## config.mk

```make
export PLATFORM = sky130hd
export DESIGN_NAME = pmdb_bank
export DESIGN_NICKNAME = d
export VERILOG_FILES = /design/src/pmdb_bank.v
export VERILOG_INCLUDE_DIRS = /design/src
export SDC_FILE = /design/constraint.sdc
export NUM_CORES = 1
export LEC_CHECK = 0
export BUFFER_PORTS_ARGS = -buffer_cell sky130_fd_sc_hd__buf_4
export CORE_MARGIN = 4
export CORE_UTILIZATION = 53
export DETAILED_ROUTE_END_ITERATION = 10
export PLACE_DENSITY_LB_ADDON = 0.12
export REMOVE_ABC_BUFFERS = 1
export SETUP_SLACK_MARGIN = 0.2
export SLEW_MARGIN = 20
export SYNTH_ARGS = -nofsm -noshare
export SYNTH_HDL_FRONTEND = slang
export SYNTH_SLANG_ARGS = --single-unit
export TNS_END_PERCENT = 1
```

## constraint.sdc

```tcl
create_clock -name clk_sys -period 4.2 [get_ports clk_sys]
set_input_delay 0.84 -clock clk_sys [delete_from_list [all_inputs] [get_ports clk_sys]]
set_output_delay 0.84 -clock clk_sys [all_outputs]
set_load 0.03 [all_outputs]
```

## src/pmdb_defs.vh

```
// Purpose: Constants for the peripheral disable register bank.
// Assumes: Included by its bare name; definitions only.
// Notes:   Register indices are the printed offsets; byte address is four times the index.
`ifndef PMDB_DEFS_VH
`define PMDB_DEFS_VH

// ********************************
// Register indices and geometry
// ********************************
`define PMDB_IDX_CTRL0 12'hee1
`define PMDB_IDX_CTRL1 12'hee2
`define PMDB_IDX_CTRL2 12'hee3
`define PMDB_IDX_CTRL3 12'hee4
`define PMDB_IDX_CTRL4 12'hee5
`define PMDB_IDX_CTRL5 12'hee6
`define PMDB_NUM_REGS 6
`define PMDB_SLOT_MISS 3'h7
`define PMDB_RESET_VAL 8'h00
`define PMDB_RD_ZERO 32'h00000000
`define PMDB_RD_PAD 24'h000000

// ********************************
// Implemented bits of each register
// ********************************
`define PMDB_MASK_CTRL0 8'hff
`define PMDB_MASK_CTRL1 8'h7f
`define PMDB_MASK_CTRL2 8'h67
`define PMDB_MASK_CTRL3 8'h0f
`define PMDB_MASK_CTRL4 8'hf1
`define PMDB_MASK_CTRL5 8'h01

// ********************************
// Field positions
// ********************************
`define PMDB_B0_SYSCLK 7
`define PMDB_B0_VREF 6
`define PMDB_B0_VDET 5
`define PMDB_B0_CSUM 4
`define PMDB_B0_SCAN 3
`define PMDB_B0_NVM 2
`define PMDB_B0_REFCLK 1
`define PMDB_B0_PINCHG 0
`define PMDB_B1_TMR_HI 6
`define PMDB_B2_DAC 6
`define PMDB_B2_ADC 5
`define PMDB_B2_CMP2 2
`define PMDB_B2_CMP1 1
`define PMDB_B2_ZC 0
`define PMDB_B3_PWM4 3
`define PMDB_B3_PWM3 2
`define PMDB_B3_CC2 1
`define PMDB_B3_CC1 0
`define PMDB_B4_SER2 7
`define PMDB_B4_SER1 6
`define PMDB_B4_SYN2 5
`define PMDB_B4_SYN1 4
`define PMDB_B4_WAVE 0
`define PMDB_B5_DSM 0

// ********************************
// Timing
// ********************************
`define PMDB_CLK_NS 100
`define PMDB_NVM_WAIT_NS 1000
`define PMDB_DIV_LAST 2'h3

`endif

```

## src/pmdb_bank.v

```verilog
// Purpose: Peripheral disable register bank with per-peripheral off controls.
// Assumes: Avalon-MM slave with waitrequest on clk_sys (10 MHz); byte address in.
// Notes:   Each off output holds its peripheral in reset, blanks its registers
//          and forces its outputs off; all outputs are flip-flops.
//          Straps pass two flops, so they reach the off outputs three edges late.
//          Limitation: the memory settle wait is rounded down to whole clocks.
//
// Implementation choice: the Avalon-MM register port.
`include "pmdb_defs.vh"
`timescale 1ns/1ps
`default_nettype none

module pmdb_bank #(
    parameter ADDR_W = 14
) (
    input wire clk_sys,
    input wire rst,
    input wire [ADDR_W-1:0] avs_address,
    input wire avs_read,
    input wire avs_write,
    input wire [31:0] avs_writedata,
    input wire [3:0] avs_byteenable,
    output reg [31:0] avs_readdata,
    output reg avs_waitrequest,
    input wire scanner_cfg_enable,
    input wire zero_cross_cfg_on,
    output reg fosc_tick,
    output reg instr_tick,
    output reg nvmem_ready,
    output reg vref_off,
    output reg volt_detect_off,
    output reg checksum_off,
    output reg mem_scanner_off,
    output reg nvmem_off,
    output reg ref_clock_out_off,
    output reg pin_change_irq_off,
    output reg [6:0] timer_n_off,
    output reg dac_off,
    output reg adc_off,
    output reg [1:0] comparator_n_off,
    output reg zero_cross_off,
    output reg pwm_unit4_off,
    output reg pwm_unit3_off,
    output reg capcomp2_off,
    output reg capcomp1_off,
    output reg serial_port2_off,
    output reg serial_port1_off,
    output reg sync_serial2_off,
    output reg sync_serial1_off,
    output reg waveform_gen_off,
    output reg signal_modulator_off
);

    // ********************************
    // Constants
    // ********************************

    // Longest wait rounds down, never below one cycle; the counter is
    // four bits wide, so the cut to four bits below is on purpose
    localparam integer NVM_WAIT_RAW = (`PMDB_NVM_WAIT_NS / `PMDB_CLK_NS) > 0 ?
        (`PMDB_NVM_WAIT_NS / `PMDB_CLK_NS) : 1;
    localparam [3:0] NVM_WAIT_CYC = NVM_WAIT_RAW[3:0];

    // ********************************
    // Functions
    // ********************************

    // Index to storage slot; miss code for unmapped addresses
    function [2:0] pmdb_slot;
        input [ADDR_W-3:0] idx;
        begin
            case (idx)
                `PMDB_IDX_CTRL0: pmdb_slot = 3'h0;
                `PMDB_IDX_CTRL1: pmdb_slot = 3'h1;
                `PMDB_IDX_CTRL2: pmdb_slot = 3'h2;
                `PMDB_IDX_CTRL3: pmdb_slot = 3'h3;
                `PMDB_IDX_CTRL4: pmdb_slot = 3'h4;
                `PMDB_IDX_CTRL5: pmdb_slot = 3'h5;
                default: pmdb_slot = `PMDB_SLOT_MISS;
            endcase
        end
    endfunction

    // Implemented bits of a slot
    function [7:0] pmdb_mask;
        input [2:0] slot;
        begin
            case (slot)
                3'h0: pmdb_mask = `PMDB_MASK_CTRL0;
                3'h1: pmdb_mask = `PMDB_MASK_CTRL1;
                3'h2: pmdb_mask = `PMDB_MASK_CTRL2;
                3'h3: pmdb_mask = `PMDB_MASK_CTRL3;
                3'h4: pmdb_mask = `PMDB_MASK_CTRL4;
                3'h5: pmdb_mask = `PMDB_MASK_CTRL5;
                default: pmdb_mask = 8'h00;
            endcase
        end
    endfunction

    // ********************************
    // Declarations
    // ********************************
    // Six control registers, one per bus word
    reg [7:0] bank_reg [0:`PMDB_NUM_REGS-1];
    // Strap synchronisers
    reg scan_meta_reg;
    reg scan_sync_reg;
    reg zc_meta_reg;
    reg zc_sync_reg;
    // Clock divider and memory settle counter
    reg [1:0] div_reg;
    reg [3:0] nvm_cnt_reg;
    // Bus decode results
    wire bus_req;
    wire [2:0] bus_slot;
    wire bus_hit;
    wire do_write;
    // Named views of the stored registers
    wire [7:0] ctrl0;
    wire [7:0] ctrl1;
    wire [7:0] ctrl2;
    wire [7:0] ctrl3;
    wire [7:0] ctrl4;
    wire [7:0] ctrl5;
    integer i;

    // ********************************
    // Bus decode
    // ********************************

    // Only word-aligned index matters; low two address bits are ignored
    // Unmapped indices give the miss code, so their reads return zero
    assign bus_req = avs_read | avs_write;
    assign bus_slot = pmdb_slot(avs_address[ADDR_W-1:2]);
    assign bus_hit = (bus_slot != `PMDB_SLOT_MISS);
    // Write lands at the edge where the master sees waitrequest low
    // A write with the low lane disabled is answered but stores nothing
    assign do_write = avs_write & ~avs_waitrequest & bus_hit & avs_byteenable[0];

    assign ctrl0 = bank_reg[0];
    assign ctrl1 = bank_reg[1];
    assign ctrl2 = bank_reg[2];
    assign ctrl3 = bank_reg[3];
    assign ctrl4 = bank_reg[4];
    assign ctrl5 = bank_reg[5];

    // ********************************
    // Bus handshake
    // ********************************

    // One wait cycle per access; readdata is loaded as waitrequest drops
    // Registered waitrequest costs a cycle but keeps the answer free of
    // any combinational path from the request lines
    always @(posedge clk_sys or posedge rst) begin
        if (rst) begin
            avs_waitrequest <= 1'b1;
            avs_readdata <= `PMDB_RD_ZERO;
        end else if (bus_req && avs_waitrequest) begin
            avs_waitrequest <= 1'b0;
            if (avs_read && bus_hit) begin
                avs_readdata <= {`PMDB_RD_PAD, bank_reg[bus_slot]};
            end else begin
                avs_readdata <= `PMDB_RD_ZERO;
            end
        end else begin
            avs_waitrequest <= 1'b1;
        end
    end

    // ********************************
    // Register storage
    // ********************************

    // Reset clears every bit so all peripherals come up enabled
    always @(posedge clk_sys or posedge rst) begin
        if (rst) begin
            for (i = 0; i < `PMDB_NUM_REGS; i = i + 1) begin
                bank_reg[i] <= `PMDB_RESET_VAL;
            end
        end else if (do_write) begin
            // Masking keeps unimplemented bits at zero, so software
            // may write all ones without touching absent positions
            bank_reg[bus_slot] <= avs_writedata[7:0] & pmdb_mask(bus_slot);
        end
    end

    // ********************************
    // Configuration word inputs
    // ********************************

    // Straps come from outside this domain, so two flops first
    // Only the second flop is read; the first may settle late
    always @(posedge clk_sys or posedge rst) begin
        if (rst) begin
            scan_meta_reg <= 1'b0;
            scan_sync_reg <= 1'b0;
            zc_meta_reg <= 1'b0;
            zc_sync_reg <= 1'b0;
        end else begin
            scan_meta_reg <= scanner_cfg_enable;
            scan_sync_reg <= scan_meta_reg;
            zc_meta_reg <= zero_cross_cfg_on;
            zc_sync_reg <= zc_meta_reg;
        end
    end

    // ********************************
    // Peripheral clock enables
    // ********************************

    // Quarter-rate tick runs free; gating touches only the full-rate enable
    // Peripherals on the quarter-rate clock thus keep running while the
    // full-rate network is stopped
    always @(posedge clk_sys or posedge rst) begin
        if (rst) begin
            div_reg <= 2'h0;
            instr_tick <= 1'b0;
            fosc_tick <= 1'b0;
        end else begin
            div_reg <= div_reg + 2'h1;
            instr_tick <= (div_reg == `PMDB_DIV_LAST);
            fosc_tick <= ~ctrl0[`PMDB_B0_SYSCLK];
        end
    end

    // ********************************
    // Memory module ready
    // ********************************

    // Ready rises a fixed wait after the memory module is re-enabled,
    // so software may poll it instead of timing the delay itself
    // Setting the disable bit again restarts the wait from zero; the
    // count saturates, so ready then stands until the next disable
    always @(posedge clk_sys or posedge rst) begin
        if (rst) begin
            nvm_cnt_reg <= 4'h0;
            nvmem_ready <= 1'b0;
        end else if (ctrl0[`PMDB_B0_NVM]) begin
            nvm_cnt_reg <= 4'h0;
            nvmem_ready <= 1'b0;
        end else begin
            if (nvm_cnt_reg != NVM_WAIT_CYC) begin
                nvm_cnt_reg <= nvm_cnt_reg + 4'h1;
            end
            nvmem_ready <= (nvm_cnt_reg == NVM_WAIT_CYC);
        end
    end

    // ********************************
    // Per-peripheral disable controls
    // ********************************

    // Each off level holds the peripheral in reset, blanks its registers
    // and forces its outputs off; releasing it restores power-on values.
    // Registered so a glitch on the bank never reaches a peripheral reset.
    always @(posedge clk_sys or posedge rst) begin
        if (rst) begin
            // Control 0 group comes up enabled, matching the cleared bank
            vref_off <= 1'b0;
            volt_detect_off <= 1'b0;
            checksum_off <= 1'b0;
            mem_scanner_off <= 1'b0;
            nvmem_off <= 1'b0;
            ref_clock_out_off <= 1'b0;
            pin_change_irq_off <= 1'b0;

            // Control 1 group: all timers enabled
            timer_n_off <= 7'h00;

            // Control 2 group: converters, comparators, detector enabled
            dac_off <= 1'b0;
            adc_off <= 1'b0;
            comparator_n_off <= 2'h0;
            zero_cross_off <= 1'b0;

            // Control 3 group: modulators and capture units enabled
            pwm_unit4_off <= 1'b0;
            pwm_unit3_off <= 1'b0;
            capcomp2_off <= 1'b0;
            capcomp1_off <= 1'b0;

            // Control 4 group: serial ports and waveform generator enabled
            serial_port2_off <= 1'b0;
            serial_port1_off <= 1'b0;
            sync_serial2_off <= 1'b0;
            sync_serial1_off <= 1'b0;
            waveform_gen_off <= 1'b0;

            // Control 5 group: data signal modulator enabled
            signal_modulator_off <= 1'b0;
        end else begin
            // Control 0: core helpers, memory and pin-change logic
            vref_off <= ctrl0[`PMDB_B0_VREF];
            volt_detect_off <= ctrl0[`PMDB_B0_VDET];
            checksum_off <= ctrl0[`PMDB_B0_CSUM];
            // A scanner not enabled by configuration is always off
            mem_scanner_off <= ctrl0[`PMDB_B0_SCAN] | ~scan_sync_reg;
            // Blocks memory access and memory-control writes
            nvmem_off <= ctrl0[`PMDB_B0_NVM];
            ref_clock_out_off <= ctrl0[`PMDB_B0_REFCLK];
            pin_change_irq_off <= ctrl0[`PMDB_B0_PINCHG];

            // Control 1: one bit per timer, timer n on bit n
            timer_n_off <= ctrl1[`PMDB_B1_TMR_HI:0];

            // Control 2: converters, comparators and zero-cross detector
            dac_off <= ctrl2[`PMDB_B2_DAC];
            adc_off <= ctrl2[`PMDB_B2_ADC];
            comparator_n_off <= {ctrl2[`PMDB_B2_CMP2], ctrl2[`PMDB_B2_CMP1]};
            // A detector forced on by configuration ignores the bit
            zero_cross_off <= ctrl2[`PMDB_B2_ZC] & ~zc_sync_reg;

            // Control 3: modulators and capture units
            pwm_unit4_off <= ctrl3[`PMDB_B3_PWM4];
            pwm_unit3_off <= ctrl3[`PMDB_B3_PWM3];
            capcomp2_off <= ctrl3[`PMDB_B3_CC2];
            capcomp1_off <= ctrl3[`PMDB_B3_CC1];

            // Control 4: serial ports and waveform generator
            serial_port2_off <= ctrl4[`PMDB_B4_SER2];
            serial_port1_off <= ctrl4[`PMDB_B4_SER1];
            sync_serial2_off <= ctrl4[`PMDB_B4_SYN2];
            sync_serial1_off <= ctrl4[`PMDB_B4_SYN1];
            waveform_gen_off <= ctrl4[`PMDB_B4_WAVE];

            // Control 5: only the data signal modulator exists
            signal_modulator_off <= ctrl5[`PMDB_B5_DSM];
        end
    end

endmodule

`default_nettype wire

```

==> results.cfg, run 1 <==
[finish]
layout_common_cells = 98 x dfrtp_1, 79 x buf_4, 29 x nand2_1
mostFrequentLayoutCell = dfrtp_1
drive_gt1_share_pct = 28.3
diodes = 0
syn2layout_area_growth_pct = 15.8
final_nets = 527

[hold_path]
hold_path_class = reg -> reg

[grt]
grt_max_degree = 70
grt_pass1_vias = 3117
grt_usage_pct = 20.6
grt_pass1_wl_um = 16000
overflow = 0
grt_antenna_before_repair = 0

[clocking]
cts_buffers = 9
ctsHtreeMaxLevel = 3
postCtsSetupBuffers = 0
clkLatencyLatePin_ps = 370
clk_path_buf_depth = 2
tritoncts = yes
ctsResizeCount = 0
clk_transition_reported_paths_ps = 100
cts-root-buf = clkbuf_8
holdBufCountCts = 0
cts_sinks = 99

[yosys]
ys_seq_area_share_pct = 54.8
syn-instance-count = 396
synth_area_mm2 = 0.00452
yosysWarnings = 0
ys_ff_latch = 99
async_flop_share_pct = 100
synth.avg_cell_area_um2 = 11.4
synth_ff_type = dfrtp_1
synth-edff-count = 0
yosysUniqueCellTypes = 63

[power]
p_leak_nw = 2.58
peakVddDrop_mv = 0.156
power_density_mw_per_mm2 = 342

[job]
maxCapViolations = 0

[floorplanning]
die_y_um = 100
start_util_pct = 54.7
dieArea_mm2 = 0.0101
core_area_mm2 = 0.00826
die_w_um = 100
io_pins = 121
rows = 33

[sta]
period_share_pct = 76.2
maxClockFrequency_mhz = 312
worst_slack_ps = 999
final.setup_skew_ps = 10.7
min_period_ps = 3200
hold_viol = 0
tns_ps = 0
slew_headroom_pct = 38.4
maxSlewViolCount = 0
setup_violations = 0
rsz0062_at_grt = no
tightest_slew_ps = 918

[drt]
drcViolationCount = 0
route.antenna.remaining_nets = 0
route.met3.wl_um = 703
wirelength_um = 10000
met1_length_um = 4430
dr_total_vias = 3218
first_iter_violations = 230
met2WireLength_um = 4720
wire_per_inst_um = 17.5
highest_layer = met4
vias_per_cell = 5.60
drt_first_pass_iters = 4

[placement]
dpl.hpwl_um = 7140
gp_congestion = 0.884
numPortBuffers = 67
place_ws_ps = 580

[critical_path]
cp-end-kind = register
worst-path-buf-inv = 1
crit_fanout = 25
crit_required_ps = 4450
critPathLaunchType = input pin
crit_arrival_ps = 3460
crit_slowest_cell = ha_1
cpLargestDelayFamily = compound AO/OA/AOI/OAI gates
max_stage_delay_ps = 510
critPathKind = in -> reg
cp_cell_sequence = buf_4 -> and3b_1 -> o2111ai_1 -> ha_1 -> a21oi_1 -> a211oi_1 -> a21boi_0 -> mux2_2

[status]
status = finished, final reports clean
worst reg2reg max path, cell delays in order (launching register included):
cell and delay, ps:
dfstp_2 390, and3b_1 350, and2_0 340, nand3_1 330
buf_4 290, and2_1 170
cells in the mapped netlist, types with 3 or more instances:
master / number / area (um^2)
dfrtp_1: 98 / 2450
nor2b_1: 3 / 18.8
or3b_1: 3 / 26.3
buf_4: 25 / 188
nor3_1: 3 / 15.0
nand2_1: 29 / 109
and2_1: 11 / 68.8
buf_2: 7 / 35.0
nand2b_1: 3 / 18.8
mux2i_1: 13 / 130
ha_1: 6 / 75.1
inv_1: 13 / 48.8
mux2_2: 22 / 248
nand3_1: 14 / 70.1
a2bb2oi_1: 7 / 61.3
o21ai_1: 6 / 30.0
o211a_1: 3 / 30.0
a31oi_1: 3 / 18.8
o31ai_1: 7 / 52.6
a32o_1: 6 / 60.1
nor2_1: 18 / 67.6
o21ai_0: 11 / 55.1
o22ai_1: 8 / 50.1
o21ai_2: 4 / 35.0
a21oi_1: 13 / 65.1
clkbuf_1: 8 / 30.0
nand4_1: 4 / 25.0
kinds of logic (layout without fill, tap and decap cells):
logic type | count (synthesis) | count (layout) | synth area share [%]
AO/OA/AOI/OAI | 86 | 86 | 13.6
XOR/XNOR | 4 | 4 | 0.775
adder cells (fa/ha/maj) | 6 | 6 | 1.66
buffers and inverters | 57 | 108 | 7.34
flip-flops | 99 | 99 | 54.8
multiplexers | 35 | 35 | 8.36
other | 1 | 24 | 0.0830
AND/OR/NAND/NOR | 108 | 108 | 13.3
area by class of cell:
type	count	area [um^2]
sequential	99	2480
tap	105	131
multi-input combinational	263	1800
clock inverter	7	60.1
fill	690	3020
timing repair buffer	79	593
clock buffer	9	124
inverter	13	51.3
final timing paths:
check | from | slack [ps] | endpoint | depth (start not counted)
setup / recovery | avs_address[4] | 1000 | ctrl3[0]$_DFFE_PP0P_ | 8
hold reg to reg | zc_meta_reg$_DFF_PP0_ | 360 | zc_sync_reg$_DFF_PP0_ | 0
setup reg to reg | avs_waitrequest$_DFF_PP1_ | 2230 | ctrl3[7]$_DFFE_PP0P_ | 5
max in group asynchronous | rst | 2810 | ctrl1[2]$_DFFE_PP0P_ | 3
hold / removal | zc_meta_reg$_DFF_PP0_ | 360 | zc_sync_reg$_DFF_PP0_ | 0
min in group asynchronous | rst | 620 | div_reg[0]$_DFF_PP0_ | 2
report_power, final:
group	leakage, nW	switching [W]	internal (W)
Sequential	1.32	0.0000225	0.000982
Combinational	1.17	0.000127	0.0000708
Clock	0.0897	0.000362	0.000226
Total	2.58	0.000512	0.00128
layer usage:
layer  vias to the layer above  global-route usage [%]
li1                       1496                       -
met1                      1577                    29.5
met2                       129                    31.4
met3                        16                    3.34
met4                         0                    8.60
met5                         -                       0
metrics by stage:
| step | utilization (%) | total power [W] | hold slack, ps | instances | area (um^2) |
|---|---|---|---|---|---|
| after global placement | 61.2 | 0.00121 | 331 | 559 | 5050 |
| after CTS | 63.4 | 0.00180 | 359 | 575 | 5230 |
| after detailed placement | 61.2 | 0.00122 | 335 | 559 | 5050 |
| final | 63.4 | 0.00179 | 359 | 575 | 5230 |
| after global routing | 63.4 | 0.00187 | 369 | 575 | 5230 |
| after floorplan | - | 0.00115 | 331 | 375 | 4320 |
No activity file was read; power rests on OpenSTA's default activity.
==> inputs of run 2 (changes only) <==
--- a/config.mk
+++ b/config.mk
@@ -8,7 +8,7 @@
 export LEC_CHECK = 0
 export BUFFER_PORTS_ARGS = -buffer_cell sky130_fd_sc_hd__buf_4
 export CORE_MARGIN = 4
-export CORE_UTILIZATION = 53
+export CORE_UTILIZATION = 47
 export DETAILED_ROUTE_END_ITERATION = 10
 export PLACE_DENSITY_LB_ADDON = 0.12
 export REMOVE_ABC_BUFFERS = 1
==> constraint.sdc (replaced) <==
create_clock -name clk_sys -period 2.76 [get_ports clk_sys]
set_input_delay 0.552 -clock clk_sys [delete_from_list [all_inputs] [get_ports clk_sys]]
set_output_delay 0.552 -clock clk_sys [all_outputs]
set_load 0.03 [all_outputs]
==> run 2 against run 1 <==
Net effect: global-route usage decreased by 1.7 points; die area increased by 12%; combinational power increased by 63%; critical endpoint is now ctrl5[6]$_DFFE_PP0P_; largest cell class unchanged.
==> results.cfg, run 2 (synthesis gave the netlist of run 1 again) <==
[power]
internal-power_w = 0.00214
power.switching_w = 0.000739
p_leak_nw = 2.84
pwr-share-seq_pct = 53.1
power.share.clock_pct = 35.7
power_density_mw_per_mm2 = 509
switching_share_pct = 25.7
peakVddDrop_mv = 0.335
combPwrFrac_pct = 11.2

[critical_path]
crit_slowest_cell = or3b_1
max_stage_delay_ps = 410
critPathKind = in -> reg
crit_arrival_ps = 2870
crit_fanout = 4
cp_cell_sequence = buf_4 -> buf_4 -> nor3b_2 -> o2111ai_1 -> buf_4 -> inv_1 -> ha_4 -> o211a_1 -> o22ai_1 -> o22ai_1 -> or3b_1 -> o21ai_0
cp-end-kind = register
r2r_setup_slack_ps = 940
path_common_cell = buf_4
cpLargestDelayFamily = compound AO/OA/AOI/OAI gates
critPathLaunchType = input pin
crit_required_ps = 3060
worst-path-buf-inv = 4

[finish]
stdcell_area_mm2 = 0.00566
mostFrequentLayoutCell = buf_4
drive_gt1_share_pct = 34.4
final_nets = 568
diodes = 0
layout_common_cells = 119 x buf_4, 98 x dfrtp_1, 29 x nand2_1
syn2layout_area_growth_pct = 25.3
layout.cells.non_filler = 640

[drt]
route.antenna.remaining_nets = 0
wire_per_inst_um = 16.1
dr_total_vias = 3313
drcViolationCount = 0
drt_first_pass_iters = 4
wirelength_um = 10300
vias_per_cell = 5.18
first_iter_violations = 154

[sta]
period_share_pct = 92.9
rsz0062_at_grt = yes
maxClockFrequency_mhz = 390
final.setup_skew_ps = 13.6
tightest_slew_ps = 825
slew_headroom_pct = 44.7
worst_slack_ps = 196
hold_viol = 0
setup_violations = 0
min_period_ps = 2560
maxSlewViolCount = 0

[grt]
grt_antenna_before_repair = 0
met1_usage_pct = 24.2
globalRoute.busiestLayer = met2
overflow = 0
use_met2_pct = 32.0
grt_pass1_wl_um = 16600
met3_usage_pct = 3.95
grt_pass1_vias = 3239
grt_max_degree = 51
grt_usage_pct = 18.9

[clocking]
clk_transition_reported_paths_ps = 100
cts-root-buf = clkbuf_8
cts_buffers = 9
tritoncts = yes
holdBufCountCts = 0
cts_sinks = 99
ctsHtreeMaxLevel = 3
clk_path_buf_depth = 2
clkLatencyLatePin_ps = 370

[placement]
place_ws_ps = -253
place_area_mm2 = 0.00539
gp_congestion = 0.865
dpl.hpwl_um = 7700
place_inst = 622
numPortBuffers = 67

[status]
status = finished, final reports clean

[floorplanning]
core_area_mm2 = 0.00928
rows = 35
io_pins = 121
die_y_um = 106
start_util_pct = 48.7
dieArea_mm2 = 0.0112
die_w_um = 106

[hold_path]
hold_path_class = in -> async

[job]
maxCapViolations = 0
-- run 2: cell types whose count changed in the layout (fill, tap and decap cells not counted), moves of 2 or more --
cell,previous run,this run
nand2_2,2,0
buf_4,79,119
clkinvlp_4,2,0
inv_8,2,0
inv_6,1,3
ha_4,0,2
nand2_4,0,2
bufinv_16,0,2
ha_1,6,4
-- run 2: path summary, 6_finish.rpt --
check / cells past startpoint / startpoint / end
max: 12 / avs_address[5] / ctrl5[6]$_DFFE_PP0P_
min: 2 / rst / ctrl0[6]$_DFFE_PP0P_
max reg2reg: 5 / avs_waitrequest$_DFF_PP1_ / avs_readdata[1]$_DFFE_PP0P_
min reg2reg: 0 / zc_meta_reg$_DFF_PP0_ / zc_sync_reg$_DFF_PP0_
max in group asynchronous: 3 / rst / avs_readdata[0]$_DFFE_PP0P_
min in group clk_sys: 1 / scanner_cfg_enable / scan_meta_reg$_DFF_PP0_
-- run 2: final cells by class --
cell class                      instances  area (um^2)
Clock buffer                           10          128
Clock inverter                          6         95.1
Inverter                               13         51.3
Multi-Input combinational cell        263         1840
Timing Repair Buffer                  120          913
Fill cell                             802         3620
Sequential cell                        99         2480
Tap cell                              129          161
-- run 2: stage by stage --
step	setup TNS [ps]	hold WS, ps	power (W)	utilization (%)
after CTS	0	261	0.00291	60.6
after global placement	-6280	333	0.00186	58.0
after global routing	0	264	0.00300	61.0
after detailed placement	-8220	340	0.00188	58.0
after floorplan	-46960	331	0.00175	-
final	0	256	0.00288	61.0
-- run 2: per-layer routing --
metal / vias up / share of wire (%)
met5: - / 0
met4: 0 / 1.7
met3: 13 / 6.2
met2: 127 / 50
met1: 1586 / 42
li1: 1587 / -
-- run 2: power groups by stage --
stage | Clock [W] | Combinational [W] | Sequential [W]
floorplan | 0 | 0.000187 | 0.00157
finish | 0.00103 | 0.000322 | 0.00153
detailed placement | 0 | 0.000325 | 0.00156
global placement | 0 | 0.000311 | 0.00155
CTS | 0.00106 | 0.000324 | 0.00153
global route | 0.00111 | 0.000357 | 0.00154
-- run 2: timing repair --
item	4_1_cts	5_1_grt
hold endpoints to repair	0	0
gates resized for setup	2	5
pin swaps	1	0
endpoints found under the setup margin	18	48
buffers inserted	1	1
==> inputs of run 3 (changes only) <==
--- a/config.mk
+++ b/config.mk
@@ -7,12 +7,14 @@
 export NUM_CORES = 1
 export LEC_CHECK = 0
 export BUFFER_PORTS_ARGS = -buffer_cell sky130_fd_sc_hd__buf_4
+export CAP_MARGIN = 20
 export CORE_MARGIN = 4
-export CORE_UTILIZATION = 47
+export CORE_UTILIZATION = 53
 export DETAILED_ROUTE_END_ITERATION = 10
 export PLACE_DENSITY_LB_ADDON = 0.12
 export REMOVE_ABC_BUFFERS = 1
 export SETUP_SLACK_MARGIN = 0.2
+export SKIP_CTS_REPAIR_TIMING = 1
 export SLEW_MARGIN = 20
 export SYNTH_ARGS = -nofsm -noshare
 export SYNTH_HDL_FRONTEND = slang
==> constraint.sdc (replaced) <==
create_clock -name clk_sys -period 2.6 [get_ports clk_sys]
set_input_delay 0.52 -clock clk_sys [delete_from_list [all_inputs] [get_ports clk_sys]]
set_output_delay 0.52 -clock clk_sys [all_outputs]
set_load 0.03 [all_outputs]
==> run 3 against run 2 <==
Net effect: via count rose by 1.5%; final cell count fell by 3.8%; critical path depth fell by 2; register-to-register slack got worse by 190 ps; sequential power rose by 6%; sequential share of layout area rose by 0.22 points; count of clock-buffer cells in the layout did not move; combinational power rose by 6.8%; non-clock buffer count did not move; die area fell by 10%; critical path type unchanged; largest cell class unchanged.
==> results.cfg, run 3 (synthesis gave the netlist of run 1 again) <==
[sta]
final.setup_skew_ps = 15.0
tightest_slew_ps = 818
slew_headroom_pct = 44.7
maxClockFrequency_mhz = 415
min_period_ps = 2410
worst_slack_ps = 193
maxSlewViolCount = 0
setup_violations = 0
period_share_pct = 92.6
rsz0062_at_grt = yes
hold_viol = 0

[critical_path]
max_stage_delay_ps = 400
path_common_cell = or3b_4
crit_slowest_cell = or3b_4
critPathKind = in -> reg
cp_cell_sequence = buf_4 -> or3b_4 -> nor3_4 -> nand3_4 -> ha_4 -> o211a_1 -> o22ai_1 -> o22ai_2 -> or3b_4 -> o21ai_0
crit_arrival_ps = 2700
critPathLaunchType = input pin
crit_fanout = 4
crit_required_ps = 2890
cp-end-kind = register

[finish]
drive_gt1_share_pct = 35.4
mostFrequentLayoutCell = buf_4
final_nets = 568
stdcell_area_mm2 = 0.00563
syn2layout_area_growth_pct = 24.7
layout_common_cells = 119 x buf_4, 98 x dfrtp_1, 29 x nand2_1
diodes = 0
layout.cells.non_filler = 616

[clocking]
clk_transition_reported_paths_ps = 100
tritoncts = yes
clk_path_buf_depth = 2
clkLatencyLatePin_ps = 380
cts-root-buf = clkbuf_8
cts_sinks = 99
cts_buffers = 9
ctsHtreeMaxLevel = 3

[placement]
place_area_mm2 = 0.00536
gp_congestion = 0.848
numPortBuffers = 67
place_ws_ps = -478
place_inst = 598
dpl.hpwl_um = 7740

[grt]
grt_usage_pct = 21.6
grt_pass1_vias = 3258
overflow = 0
grt_pass1_wl_um = 16600
grt_max_degree = 69
grt_antenna_before_repair = 0

[power]
power.switching_w = 0.000827
internal-power_w = 0.00209
p_leak_nw = 2.82
power.share.clock_pct = 32.5
peakVddDrop_mv = 0.267
pwr-share-seq_pct = 55.7
power_density_mw_per_mm2 = 517
p_total_w = 0.00291
switching_share_pct = 28.4
combPwrFrac_pct = 11.8

[floorplanning]
start_util_pct = 54.7
die_y_um = 100
rows = 33
core_area_mm2 = 0.00826
io_pins = 121
die_w_um = 100
dieArea_mm2 = 0.0101

[drt]
dr_total_vias = 3362
route.antenna.remaining_nets = 0
first_iter_violations = 210
drcViolationCount = 0
wirelength_um = 10400
vias_per_cell = 5.46
wire_per_inst_um = 17.0
drt_first_pass_iters = 4

[status]
status = finished, final reports clean

[job]
maxCapViolations = 0

[hold_path]
hold_path_class = in -> async
[run 3: cell count changes in the layout (fill, tap and decap cells not counted), sizes merged]
cell and change:
inv -1, clkinv +2, bufinv -2, clkinvlp +1
[run 3: stage by stage]
step / hold slack [ps] / util (%) / setup TNS (ps)
2_1_floorplan: 331 / - / -65630
3_3_place_gp: 331 / 64.8 / -15830
3_5_place_dp: 342 / 64.8 / -17600
4_1_cts: 139 / 67.1 / -1100
5_1_grt: 151 / 68.2 / 0
6_report: 133 / 68.2 / 0
[run 3: worst paths after layout]
check,start,to,slack [ps],depth (start not counted)
worst max-delay path,avs_address[5],ctrl5[6]$_DFFE_PP0P_,190,10
worst min-delay path,rst,instr_tick$_DFF_PP0_,130,2
worst max register to register,avs_waitrequest$_DFF_PP1_,avs_readdata[4]$_DFFE_PP0P_,750,5
worst min register to register,zc_meta_reg$_DFF_PP0_,zc_sync_reg$_DFF_PP0_,360,0
max in group asynchronous,rst,avs_waitrequest$_DFF_PP1_,1750,3
min in group clk_sys,zero_cross_cfg_on,zc_meta_reg$_DFF_PP0_,250,1
[run 3: final cells by class]
cell class | instances | area (um^2)
Clock buffer | 10 | 128
Clock inverter | 6 | 58.8
Fill cell | 664 | 2620
Inverter | 13 | 51.3
Multi-Input combinational cell | 263 | 1870
Sequential cell | 99 | 2480
Tap cell | 105 | 131
Timing Repair Buffer | 120 | 913
[run 3: worst max-delay path, delay by kind of cell]
kind	cells	cell delay, ps
compound gates	4	660
fa+ha+maj	1	280
buf+inv	1	110
simple gates	4	1120
[run 3: power groups by stage]
stage,Sequential (W),Clock (W),Combinational [W]
floorplan,0.00166,0,0.000199
global placement,0.00165,0,0.000333
detailed placement,0.00165,0,0.000343
CTS,0.00162,0.000959,0.000344
global route,0.00163,0.00103,0.000380
finish,0.00162,0.000947,0.000344
[run 3: per-layer routing]
| layer | global-route usage [%] | routed length (um) | vias to the layer above |
|---|---|---|---|
| li1 | - | - | 1573 |
| met3 | 3.96 | 667 | 19 |
| met1 | 30.1 | 4530 | 1658 |
| met2 | 33.3 | 5020 | 112 |
| met4 | 9.64 | 225 | 0 |
| met5 | 0 | 0 | - |
